$ cat src/rtl/sbrg_pkg.sv
// Package: register map, field positions, reset values and timing constants for the baud rate generator
// Operation
// - Divider runs on the device clock, so rate follows the active clock.
// - Receive level decided by majority of three samples.
// - Rate is clock over 64(n+1), 16(n+1) or 4(n+1) per mode.
// - Divisor n is high byte over low byte in wide mode.
// - Software-accessible 8-bit divisor high byte register.
// - Software-accessible 8-bit divisor low byte register, alone used in narrow mode.
// - 40 MHz, async narrow normal, divisor 64 gives 9.615 kbaud.
// - Divider defaults to 8-bit after reset; 16-bit only when selected.
// - Any write to either divisor byte restarts the divider count.
// - In synchronous mode high-speed select has no effect.
// - Divisor sets the period of a free-running timer.
package sbrg_pkg;
    // Byte addresses of the word-aligned registers
    localparam logic [7:0] ADDR_TX_CTRL = 8'h00;
    localparam logic [7:0] ADDR_RX_CTRL = 8'h04;
    localparam logic [7:0] ADDR_RATE_CTRL = 8'h08;
    localparam logic [7:0] ADDR_DIV_HIGH = 8'h0c;
    localparam logic [7:0] ADDR_DIV_LOW = 8'h10;
    localparam logic [7:0] ADDR_STATUS = 8'h14;
    // Field positions
    localparam int SYNC_BIT = 4;
    localparam int HIGH_SPEED_BIT = 2;
    localparam int WIDE_DIV_BIT = 3;
    // Reset values
    localparam logic [7:0] RST_TX_CTRL = 8'h00;
    localparam logic [7:0] RST_RX_CTRL = 8'h00;
    localparam logic [7:0] RST_RATE_CTRL = 8'h40;
    localparam logic [7:0] RST_DIVISOR = 8'h00;
    // Writable masks: rate control only keeps the wide divider bit here
    localparam logic [7:0] MASK_RATE_CTRL = 8'h08;
    // Prescale counts, less one
    localparam logic [5:0] PRE_64 = 6'h3f;
    localparam logic [5:0] PRE_16 = 6'h0f;
    localparam logic [5:0] PRE_4 = 6'h03;
    // Vote sample slots in the prescale count (middle of bit)
    localparam logic [5:0] VOTE_SLOT_64 = 6'h20;
    localparam logic [5:0] VOTE_SLOT_16 = 6'h08;
    localparam logic [5:0] VOTE_SLOT_4 = 6'h02;
    localparam logic [1:0] RESP_OKAY = 2'h0;
    localparam logic [1:0] RESP_SLVERR = 2'h2;

    // Divider mode choice
    typedef enum logic [1:0] {
        SBRG_DIV64 = 2'b00,
        SBRG_DIV16 = 2'b01,
        SBRG_DIV4 = 2'b10
    } sbrg_mode_t;

    // Divider configuration travelling as one carrier
    typedef struct packed {
        sbrg_mode_t mode;
        logic wide;
        logic [15:0] divisor;
    } sbrg_cfg_t;
endpackage

$ cat src/rtl/sbrg_vote.sv
// Three-sample majority detector for the receive pin
`timescale 1ns/1ps
`default_nettype none
module sbrg_vote (
    input wire logic aclk,
    input wire logic aresetn,
    input wire logic rx_pin,
    input wire logic sample_strobe,
    input wire logic sample_restart,
    output logic rx_level,
    output logic vote_done
);
    logic rx_meta;
    logic rx_sync;
    logic [2:0] samples;
    logic [1:0] count;

    // Two-stage synchroniser on the asynchronous pin
    always_ff @(posedge aclk) begin
        if (!aresetn) begin
            rx_meta <= 1'b1;
            rx_sync <= 1'b1;
        end else begin
            rx_meta <= rx_pin;
            rx_sync <= rx_meta;
        end
    end

    // Collect three consecutive samples, then vote
    always_ff @(posedge aclk) begin
        if (!aresetn) begin
            samples <= 3'h7;
            count <= 2'h0;
            rx_level <= 1'b1;
            vote_done <= 1'b0;
        end else begin
            vote_done <= 1'b0;
            if (sample_restart) begin
                count <= 2'h0;
            end else if (sample_strobe) begin
                samples <= {samples[1:0], rx_sync};
                if (count == 2'h2) begin
                    count <= 2'h0;
                    // At least two agreeing samples win
                    rx_level <= (samples[1] & samples[0]) | (samples[1] & rx_sync)
                        | (samples[0] & rx_sync);
                    vote_done <= 1'b1;
                end else begin
                    count <= count + 2'h1;
                end
            end
        end
    end

    a_vote_majority: assert property (@(posedge aclk) disable iff (!aresetn)
        vote_done |-> rx_level == (($past(samples[0], 1) & $past(samples[1], 1))
            | ($past(samples[0], 1) & $past(rx_sync, 1)) | ($past(samples[1], 1) & $past(rx_sync, 1))))
        else $error("majority vote result wrong");
endmodule
`default_nettype wire

$ cat src/rtl/sbrg_top.sv
// Baud rate generator with AXI4-Lite register slave and receive majority vote
//
// Chosen here: the AXI4-Lite interface to the registers and the register offsets.
`timescale 1ns/1ps
`default_nettype none
module sbrg_top (
    input wire logic aclk,
    input wire logic aresetn,
    input wire logic [7:0] s_axi_awaddr,
    input wire logic s_axi_awvalid,
    output logic s_axi_awready,
    input wire logic [31:0] s_axi_wdata,
    input wire logic [3:0] s_axi_wstrb,
    input wire logic s_axi_wvalid,
    output logic s_axi_wready,
    output logic [1:0] s_axi_bresp,
    output logic s_axi_bvalid,
    input wire logic s_axi_bready,
    input wire logic [7:0] s_axi_araddr,
    input wire logic s_axi_arvalid,
    output logic s_axi_arready,
    output logic [31:0] s_axi_rdata,
    output logic [1:0] s_axi_rresp,
    output logic s_axi_rvalid,
    input wire logic s_axi_rready,
    input wire logic rx_pin,
    output logic rate_tick,
    output logic sample_tick,
    output logic rx_level
);
    logic [7:0] tx_ctrl;
    logic [7:0] rx_ctrl;
    logic [7:0] rate_ctrl;
    logic [7:0] div_high;
    logic [7:0] div_low;
    logic aw_held;
    logic w_held;
    logic [7:0] aw_addr;
    logic [31:0] w_data;
    logic [3:0] w_strb;
    logic wr_go;
    logic div_written;
    logic [5:0] pre_count;
    logic [15:0] div_count;
    logic vote_done;
    logic rx_vote;
    logic sample_strobe;
    logic [5:0] vote_slot;
    sbrg_pkg::sbrg_cfg_t cfg;

    // Pick the prescale for the active mode
    function automatic logic [5:0] prescale_of(input sbrg_pkg::sbrg_mode_t m);
        case (m)
            sbrg_pkg::SBRG_DIV64: prescale_of = sbrg_pkg::PRE_64;
            sbrg_pkg::SBRG_DIV16: prescale_of = sbrg_pkg::PRE_16;
            default: prescale_of = sbrg_pkg::PRE_4;
        endcase
    endfunction

    // Mode decode; sync forces divide by 4 regardless of high speed
    always_comb begin
        cfg.wide = rate_ctrl[sbrg_pkg::WIDE_DIV_BIT];
        if (tx_ctrl[sbrg_pkg::SYNC_BIT]) begin
            cfg.mode = sbrg_pkg::SBRG_DIV4;
        end else if (cfg.wide && tx_ctrl[sbrg_pkg::HIGH_SPEED_BIT]) begin
            cfg.mode = sbrg_pkg::SBRG_DIV4;
        end else if (cfg.wide || tx_ctrl[sbrg_pkg::HIGH_SPEED_BIT]) begin
            cfg.mode = sbrg_pkg::SBRG_DIV16;
        end else begin
            cfg.mode = sbrg_pkg::SBRG_DIV64;
        end
        // Narrow mode ignores the high byte
        cfg.divisor = cfg.wide ? {div_high, div_low} : {8'h00, div_low};
    end

    // Write address and data may arrive in either order
    always_ff @(posedge aclk) begin
        if (!aresetn) begin
            aw_held <= 1'b0;
            w_held <= 1'b0;
            aw_addr <= 8'h00;
            w_data <= 32'h0000_0000;
            w_strb <= 4'h0;
        end else begin
            if (s_axi_awvalid && s_axi_awready) begin
                aw_held <= 1'b1;
                aw_addr <= s_axi_awaddr;
            end else if (wr_go) begin
                aw_held <= 1'b0;
            end
            if (s_axi_wvalid && s_axi_wready) begin
                w_held <= 1'b1;
                w_data <= s_axi_wdata;
                w_strb <= s_axi_wstrb;
            end else if (wr_go) begin
                w_held <= 1'b0;
            end
        end
    end

    assign wr_go = aw_held && w_held && !s_axi_bvalid;

    // Ready only while the channel slot is empty and no response waits
    always_ff @(posedge aclk) begin
        if (!aresetn) begin
            s_axi_awready <= 1'b0;
            s_axi_wready <= 1'b0;
        end else begin
            s_axi_awready <= !aw_held && !(s_axi_awvalid && s_axi_awready) && !s_axi_bvalid;
            s_axi_wready <= !w_held && !(s_axi_wvalid && s_axi_wready) && !s_axi_bvalid;
        end
    end

    // Register writes and write response
    always_ff @(posedge aclk) begin
        if (!aresetn) begin
            tx_ctrl <= sbrg_pkg::RST_TX_CTRL;
            rx_ctrl <= sbrg_pkg::RST_RX_CTRL;
            rate_ctrl <= sbrg_pkg::RST_RATE_CTRL & sbrg_pkg::MASK_RATE_CTRL;
            div_high <= sbrg_pkg::RST_DIVISOR;
            div_low <= sbrg_pkg::RST_DIVISOR;
            div_written <= 1'b0;
            s_axi_bvalid <= 1'b0;
            s_axi_bresp <= sbrg_pkg::RESP_OKAY;
        end else begin
            div_written <= 1'b0;
            if (s_axi_bvalid && s_axi_bready) begin
                s_axi_bvalid <= 1'b0;
            end
            if (wr_go) begin
                s_axi_bvalid <= 1'b1;
                s_axi_bresp <= sbrg_pkg::RESP_OKAY;
                case (aw_addr)
                    sbrg_pkg::ADDR_TX_CTRL: if (w_strb[0]) tx_ctrl <= w_data[7:0];
                    sbrg_pkg::ADDR_RX_CTRL: if (w_strb[0]) rx_ctrl <= w_data[7:0];
                    sbrg_pkg::ADDR_RATE_CTRL: if (w_strb[0]) rate_ctrl <= w_data[7:0] & sbrg_pkg::MASK_RATE_CTRL;
                    sbrg_pkg::ADDR_DIV_HIGH: begin
                        if (w_strb[0]) begin
                            div_high <= w_data[7:0];
                            div_written <= 1'b1;
                        end
                    end
                    sbrg_pkg::ADDR_DIV_LOW: begin
                        if (w_strb[0]) begin
                            div_low <= w_data[7:0];
                            div_written <= 1'b1;
                        end
                    end
                    sbrg_pkg::ADDR_STATUS: s_axi_bresp <= sbrg_pkg::RESP_OKAY;
                    default: s_axi_bresp <= sbrg_pkg::RESP_SLVERR;
                endcase
            end
        end
    end

    // Read channel: one read at a time, answered the cycle after acceptance
    always_ff @(posedge aclk) begin
        if (!aresetn) begin
            s_axi_arready <= 1'b0;
            s_axi_rvalid <= 1'b0;
            s_axi_rdata <= 32'h0000_0000;
            s_axi_rresp <= sbrg_pkg::RESP_OKAY;
        end else begin
            s_axi_arready <= !s_axi_rvalid && !(s_axi_arvalid && s_axi_arready);
            if (s_axi_rvalid && s_axi_rready) begin
                s_axi_rvalid <= 1'b0;
            end
            if (s_axi_arvalid && s_axi_arready) begin
                s_axi_rvalid <= 1'b1;
                s_axi_rresp <= sbrg_pkg::RESP_OKAY;
                case (s_axi_araddr)
                    sbrg_pkg::ADDR_TX_CTRL: s_axi_rdata <= {24'h000000, tx_ctrl};
                    sbrg_pkg::ADDR_RX_CTRL: s_axi_rdata <= {24'h000000, rx_ctrl};
                    // Bit 6 reads the voted receive level as the line idle indication
                    sbrg_pkg::ADDR_RATE_CTRL: s_axi_rdata <= {24'h000000, 1'b0, rx_vote, rate_ctrl[5:0]};
                    sbrg_pkg::ADDR_DIV_HIGH: s_axi_rdata <= {24'h000000, div_high};
                    sbrg_pkg::ADDR_DIV_LOW: s_axi_rdata <= {24'h000000, div_low};
                    sbrg_pkg::ADDR_STATUS: s_axi_rdata <= {16'h0000, div_count};
                    default: begin
                        s_axi_rdata <= 32'h0000_0000;
                        s_axi_rresp <= sbrg_pkg::RESP_SLVERR;
                    end
                endcase
            end
        end
    end

    // Free-running divider on the device clock; a divisor write restarts it
    always_ff @(posedge aclk) begin
        if (!aresetn) begin
            pre_count <= sbrg_pkg::PRE_64;
            div_count <= 16'h0000;
            rate_tick <= 1'b0;
            sample_tick <= 1'b0;
        end else begin
            rate_tick <= 1'b0;
            sample_tick <= 1'b0;
            if (div_written) begin
                pre_count <= prescale_of(cfg.mode);
                div_count <= cfg.divisor;
            end else if (div_count != 16'h0000) begin
                div_count <= div_count - 16'h0001;
            end else begin
                div_count <= cfg.divisor;
                sample_tick <= 1'b1;
                if (pre_count == 6'h00) begin
                    pre_count <= prescale_of(cfg.mode);
                    rate_tick <= 1'b1;
                end else begin
                    pre_count <= pre_count - 6'h01;
                end
            end
        end
    end

    // Vote window sits around the middle of the prescale count
    always_comb begin
        case (cfg.mode)
            sbrg_pkg::SBRG_DIV64: vote_slot = sbrg_pkg::VOTE_SLOT_64;
            sbrg_pkg::SBRG_DIV16: vote_slot = sbrg_pkg::VOTE_SLOT_16;
            default: vote_slot = sbrg_pkg::VOTE_SLOT_4;
        endcase
    end

    assign sample_strobe = sample_tick && (pre_count <= vote_slot) && (pre_count + 6'h02 >= vote_slot);

    sbrg_vote u_vote (
        .aclk(aclk),
        .aresetn(aresetn),
        .rx_pin(rx_pin),
        .sample_strobe(sample_strobe),
        .sample_restart(rate_tick),
        .rx_level(rx_vote),
        .vote_done(vote_done)
    );

    // Registered copy of the vote for the port
    always_ff @(posedge aclk) begin
        if (!aresetn) begin
            rx_level <= 1'b1;
        end else if (vote_done) begin
            rx_level <= rx_vote;
        end
    end

    a_div_reload: assert property (@(posedge aclk) disable iff (!aresetn)
        $past(div_written, 1) |-> div_count == $past(cfg.divisor, 1))
        else $error("divisor write did not restart divider");
    a_div_step: assert property (@(posedge aclk) disable iff (!aresetn)
        (!div_written && div_count != 16'h0000) |=> div_count == $past(div_count, 1) - 16'h0001)
        else $error("divider did not count down");
    a_sample_zero: assert property (@(posedge aclk) disable iff (!aresetn)
        (!div_written && div_count == 16'h0000) |=> sample_tick)
        else $error("no tick at zero");
    a_tick_only_zero: assert property (@(posedge aclk) disable iff (!aresetn)
        rate_tick |-> $past(pre_count, 1) == 6'h00 && $past(div_count, 1) == 16'h0000)
        else $error("rate tick without expiry");
    a_sync_div4: assert property (@(posedge aclk) disable iff (!aresetn)
        tx_ctrl[sbrg_pkg::SYNC_BIT] |-> cfg.mode == sbrg_pkg::SBRG_DIV4)
        else $error("sync mode not divide by four");
    a_narrow_low: assert property (@(posedge aclk) disable iff (!aresetn)
        !rate_ctrl[sbrg_pkg::WIDE_DIV_BIT] |-> cfg.divisor[15:8] == 8'h00 && cfg.divisor[7:0] == div_low)
        else $error("narrow mode used high byte");
    a_wide_pair: assert property (@(posedge aclk) disable iff (!aresetn)
        rate_ctrl[sbrg_pkg::WIDE_DIV_BIT] |-> cfg.divisor == {div_high, div_low})
        else $error("wide divisor pairing wrong");
    a_div16_mode: assert property (@(posedge aclk) disable iff (!aresetn)
        (!tx_ctrl[sbrg_pkg::SYNC_BIT] && (rate_ctrl[sbrg_pkg::WIDE_DIV_BIT] ^ tx_ctrl[sbrg_pkg::HIGH_SPEED_BIT]))
        |-> cfg.mode == sbrg_pkg::SBRG_DIV16)
        else $error("one select bit must give divide by sixteen");
endmodule
`default_nettype wire

$ cat config.mk
export PLATFORM = sky130hd
export DESIGN_NAME = sbrg_top
export DESIGN_NICKNAME = d
export VERILOG_FILES = /design/src/rtl/sbrg_pkg.sv /design/src/rtl/sbrg_vote.sv /design/src/rtl/sbrg_top.sv
export SDC_FILE = /design/constraint.sdc
export NUM_CORES = 1
export LEC_CHECK = 0
export BUFFER_PORTS_ARGS = -buffer_cell sky130_fd_sc_hd__buf_2
export CAP_MARGIN = 20
export CORE_MARGIN = 2
export CORE_UTILIZATION = 50
export CTS_CLUSTER_SIZE = 14
export DETAILED_ROUTE_END_ITERATION = 16
export PLACE_DENSITY_LB_ADDON = 0.05
export SLEW_MARGIN = 20
export SYNTH_ARGS = -nofsm -noshare
export SYNTH_HDL_FRONTEND = slang
export SYNTH_SLANG_ARGS = --single-unit
$ cat constraint.sdc
create_clock -name aclk -period 2.6 [get_ports aclk]
set_input_delay 0.13 -clock aclk [delete_from_list [all_inputs] [get_ports aclk]]
set_output_delay 0.13 -clock aclk [all_outputs]
set_load 0.02 [all_outputs]
==> impl_metrics.csv <==
group,metric,value,unit
outcome,status,"complete, no violations",
sta,fin_hold_ws,0.03058,ns
floorplanning,start_util,0.5085,
sta,final-hold-violation-count,0,
worst_setup_path,r2r_cells,8,
yosys,syn_area,0.005179,mm^2
place,dp.cells,746,
yosys,yosysMostFrequentCell,"dfxtp_1",
detailed_routing,highest_layer,"met4",
detailed_routing,drc_errors,0,
floorplanning,fp.dieArea,0.01119,mm^2
worst_setup_path,path_class,"register to register",
power,peakVddDrop,0.3954,mV
floorplanning,core,0.01018,mm^2
power,p_per_area,713.3,mW/mm^2
yosys,synth_largest_area_cell,"dfxtp_1",
sta,period_minus_slack,2.456,ns
sta,worst_clock_skew,0.01098,ns
floorplanning,rows,37,
detailed_routing,wl_met1,5807,um
worst_hold_path,holdCritStartpoint,"s_axi_arvalid",
global_route,grt_pass1_wl,19310,um
finish,layout-drive-gt1-share,0.2059,
worst_setup_path,reg2reg_to,"u_vote.count[1]",
floorplanning,fp.dieH,105.8,um
run,maxCapViolations,0,
finish,regArea,0.002183,mm^2
detailed_routing,wl,11580,um
worst_setup_path,crit_path_start_kind,"register",
sta,maxSlewViolCount,0,
finish,multiInputGateArea,0.002824,mm^2
cts,root_buffer,"clkbuf_8",
place,hpwl,8254,um
global_route,grt_pass1_vias,3945,
worst_setup_path,path_max_fanout,6,
place,numPortBuffers,58,
detailed_routing,ant_nets,0,
worst_setup_path,rr_startpoint,"rate_ctrl[3]",
finish,fillers,903,
finish,fin_util,0.5953,
yosys,async_flop_share,0,
detailed_routing,first_iter_violations,225,
worst_setup_path,end_kind,"register",
yosys,synth.distinct_cells,63,
global_route,grt_use_total,0.2151,
sta,slew_headroom,0.4598,
finish,area_growth,17.08,%
floorplanning,io_pins,104,
cts,numCtsBuffers,9,
yosys,synth-edff-count,0,
yosys,syn-instance-count,566,
yosys,yosysSeqAreaShare,0.4214,
worst_setup_path,worst_path_dominant_cell_family,"simple AND/OR/NAND/NOR gates",
cts,cts.path.max_buffers,2,
worst_setup_path,slowest_stage,"or4b_4",
worst_setup_path,worstPathArrival,2.77,ns
worst_setup_path,slowest_delay,0.57,ns
sta,setup_tns,0,ns
detailed_routing,num_vias,4161,
sta,max_freq,407.2,MHz
cts,clock_latency,0.37,ns
sta,finalWorstSetupSlack,0.1442,ns
global_route,grt_max_degree,56,
worst_setup_path,rrSetupSlack,0.14,ns
worst_setup_path,crit_path_start,"rate_ctrl[3]",
yosys,yosys-top-cells-count,"dfxtp_1, nor2_1, nand2_1",
yosys,avgSynthCellArea,9.150,um^2
detailed_routing,firstDrtPassIters,4,
global_route,antenna_found_initial,0,
sta,tightestPinTransition,0.8086,ns
yosys,yosysTopAreaCellShare,0.4214,
sta,min_period_over_period,0.9445,
worst_setup_path,path_common_cell,"ha_4",
sta,rsz0062_at_grt,"false",
worst_setup_path,crit_buf_inv,0,
yosys,yosys_warnings,0,
yosys,ys_seq_elements,109,
power,power_leakage,2.626,nW
worst_hold_path,worstHoldPathType,"input pin to register",
cts,clk_pin_slew,0.10,ns
detailed_routing,dr_wl_met2,5241,um
floorplanning,die_w,105.8,um
place,dp_slack,-0.1541,ns
detailed_routing,wl_per_cell,14.81,um
cts,h-tree-depth,3,
cts,cts_tree,"built",
yosys,synth_area_leaders,"dfxtp_1, mux2i_1, nor2_1, a21oi_1, nand2_1",
detailed_routing,viasPerCell,5.321,
worst_setup_path,path_cells,"ha_4 -> or3_4 -> ha_4 -> nor4bb_4 -> a221oi_2 -> a41oi_2 -> or4b_4 -> a21oi_2",
global_route,grt-ovfl-total,0,
place,globalplace.congestion,0.8459,
worst_setup_path,cp.required,2.91,ns
finish,final_cells,782,
worst_hold_path,holdPathStages,2,
finish,antenna_cells,0,
finish,nNetsFinal,716,
detailed_routing,routed-wl-met3,331,um
cts,clock-sinks,109,
sta,finalSetupViolations,0,
worst_hold_path,min_to,"s_axi_rresp[1]",
yosys,ys.flop_type,"dfxtp_1",
-- registers in the layout, indices dropped and copies added, names as in the netlist, 2 cells and up --
register        count
div_count          16
rx_ctrl             8
aw_addr             8
pre_count           6
s_axi_rdata        16
w_data              8
div_low             8
u_vote.count        2
tx_ctrl             8
u_vote.samples      2
div_high            8
-- power by group --
part,switching (W),internal [W]
sequential,0.000170,0.00180
clock,0.000575,0.000540
combinational,0.000679,0.000558
-- worst register-to-register path, delay by kind of cell (launching register included) --
kind            cells  cell delay, ns
flops               1            0.38
compound gates      3            0.51
simple gates        3            1.08
fa+ha+maj           2            0.44
-- placed cells by master, fill, tap and decap left out, types with 3 or more instances in the layout --
cell type / netlist / routed
a211oi_1: 3 / 3
a211oi_2: 12 / 12
a21oi_1: 45 / 44
a22o_1: 16 / 16
a22oi_1: 6 / 6
and2_1: 3 / 3
buf_2: 5 / 58
buf_4: 20 / 16
clkbuf_8: 0 / 9
clkinv_2: 0 / 4
conb_1: 1 / 18
dfxtp_1: 109 / 108
dlygate4sd3_1: 0 / 19
ha_1: 15 / 12
ha_4: 0 / 3
inv_1: 13 / 13
mux2_2: 6 / 6
mux2i_1: 47 / 47
nand2_1: 55 / 54
nand2b_1: 11 / 11
nand3_1: 13 / 13
nor2_1: 66 / 66
nor2b_1: 5 / 5
nor3_1: 6 / 6
nor4_1: 6 / 6
o21ai_0: 8 / 8
o21ai_1: 3 / 3
o22ai_1: 6 / 6
or3_1: 6 / 5
or4_1: 5 / 5
xnor2_1: 8 / 8
xor2_1: 8 / 8
-- per-stage QoR --
stage	instance area, um^2	total power [W]
6_report	6063	0.004325
5_1_grt	6063	0.004569
4_1_cts	6002	0.004360
3_5_place_dp	5570	0.003220
3_3_place_gp	5570	0.003201
2_1_floorplan	5243	0.002962
-- worst max path at each step --
stage	endpoint	slack, ns	cells after the start
global placement	u_vote.rx_level	-0.07	7
detailed placement	u_vote.rx_level	-0.15	7
floorplan	u_vote.rx_level	0.02	7
finish	u_vote.count[1]	0.14	8
global route	u_vote.count[1]	0.03	8
CTS	u_vote.count[1]	0.03	8
-- kinds of logic (layout without fill, tap and decap cells) --
logic type,Yosys count,in the layout,synth area share
other,1,18,0.0007241
adders and majority gates,16,16,0.03817
muxes,53,53,0.1039
buffers and inverters,61,124,0.06281
and+or+nand+nor,197,197,0.1930
xor gates and xnor gates,16,16,0.02706
AOI/OAI and AO/OA,113,113,0.1529
DFF,109,109,0.4214
-- routing by layer --
| metal | GRT usage | vias to the layer above |
|---|---|---|
| li1 | - | 2108 |
| met1 | 0.3003 | 1962 |
| met2 | 0.3387 | 76 |
| met3 | 0.02783 | 15 |
| met4 | 0.08271 | 0 |
| met5 | 0 | - |
-- layout make-up --
class	instances	share of cell area
Multi-Input combinational cell	413	0.4657
Sequential cell	109	0.3601
Timing Repair Buffer	94	0.1024
Tap cell	136	0.02806
Clock buffer	9	0.02043
Clock inverter	7	0.01465
Inverter	14	0.008667
-- what timing repair did --
action                                 CTS  global route
resized for setup                        4             8
endpoints found under the hold margin   19             0
setup buffers                            0             1
hold buffers                            19             0
setup endpoints to repair                5             5
pin swaps                                3             4
Note: power is estimated with default switching activity, not from simulation.
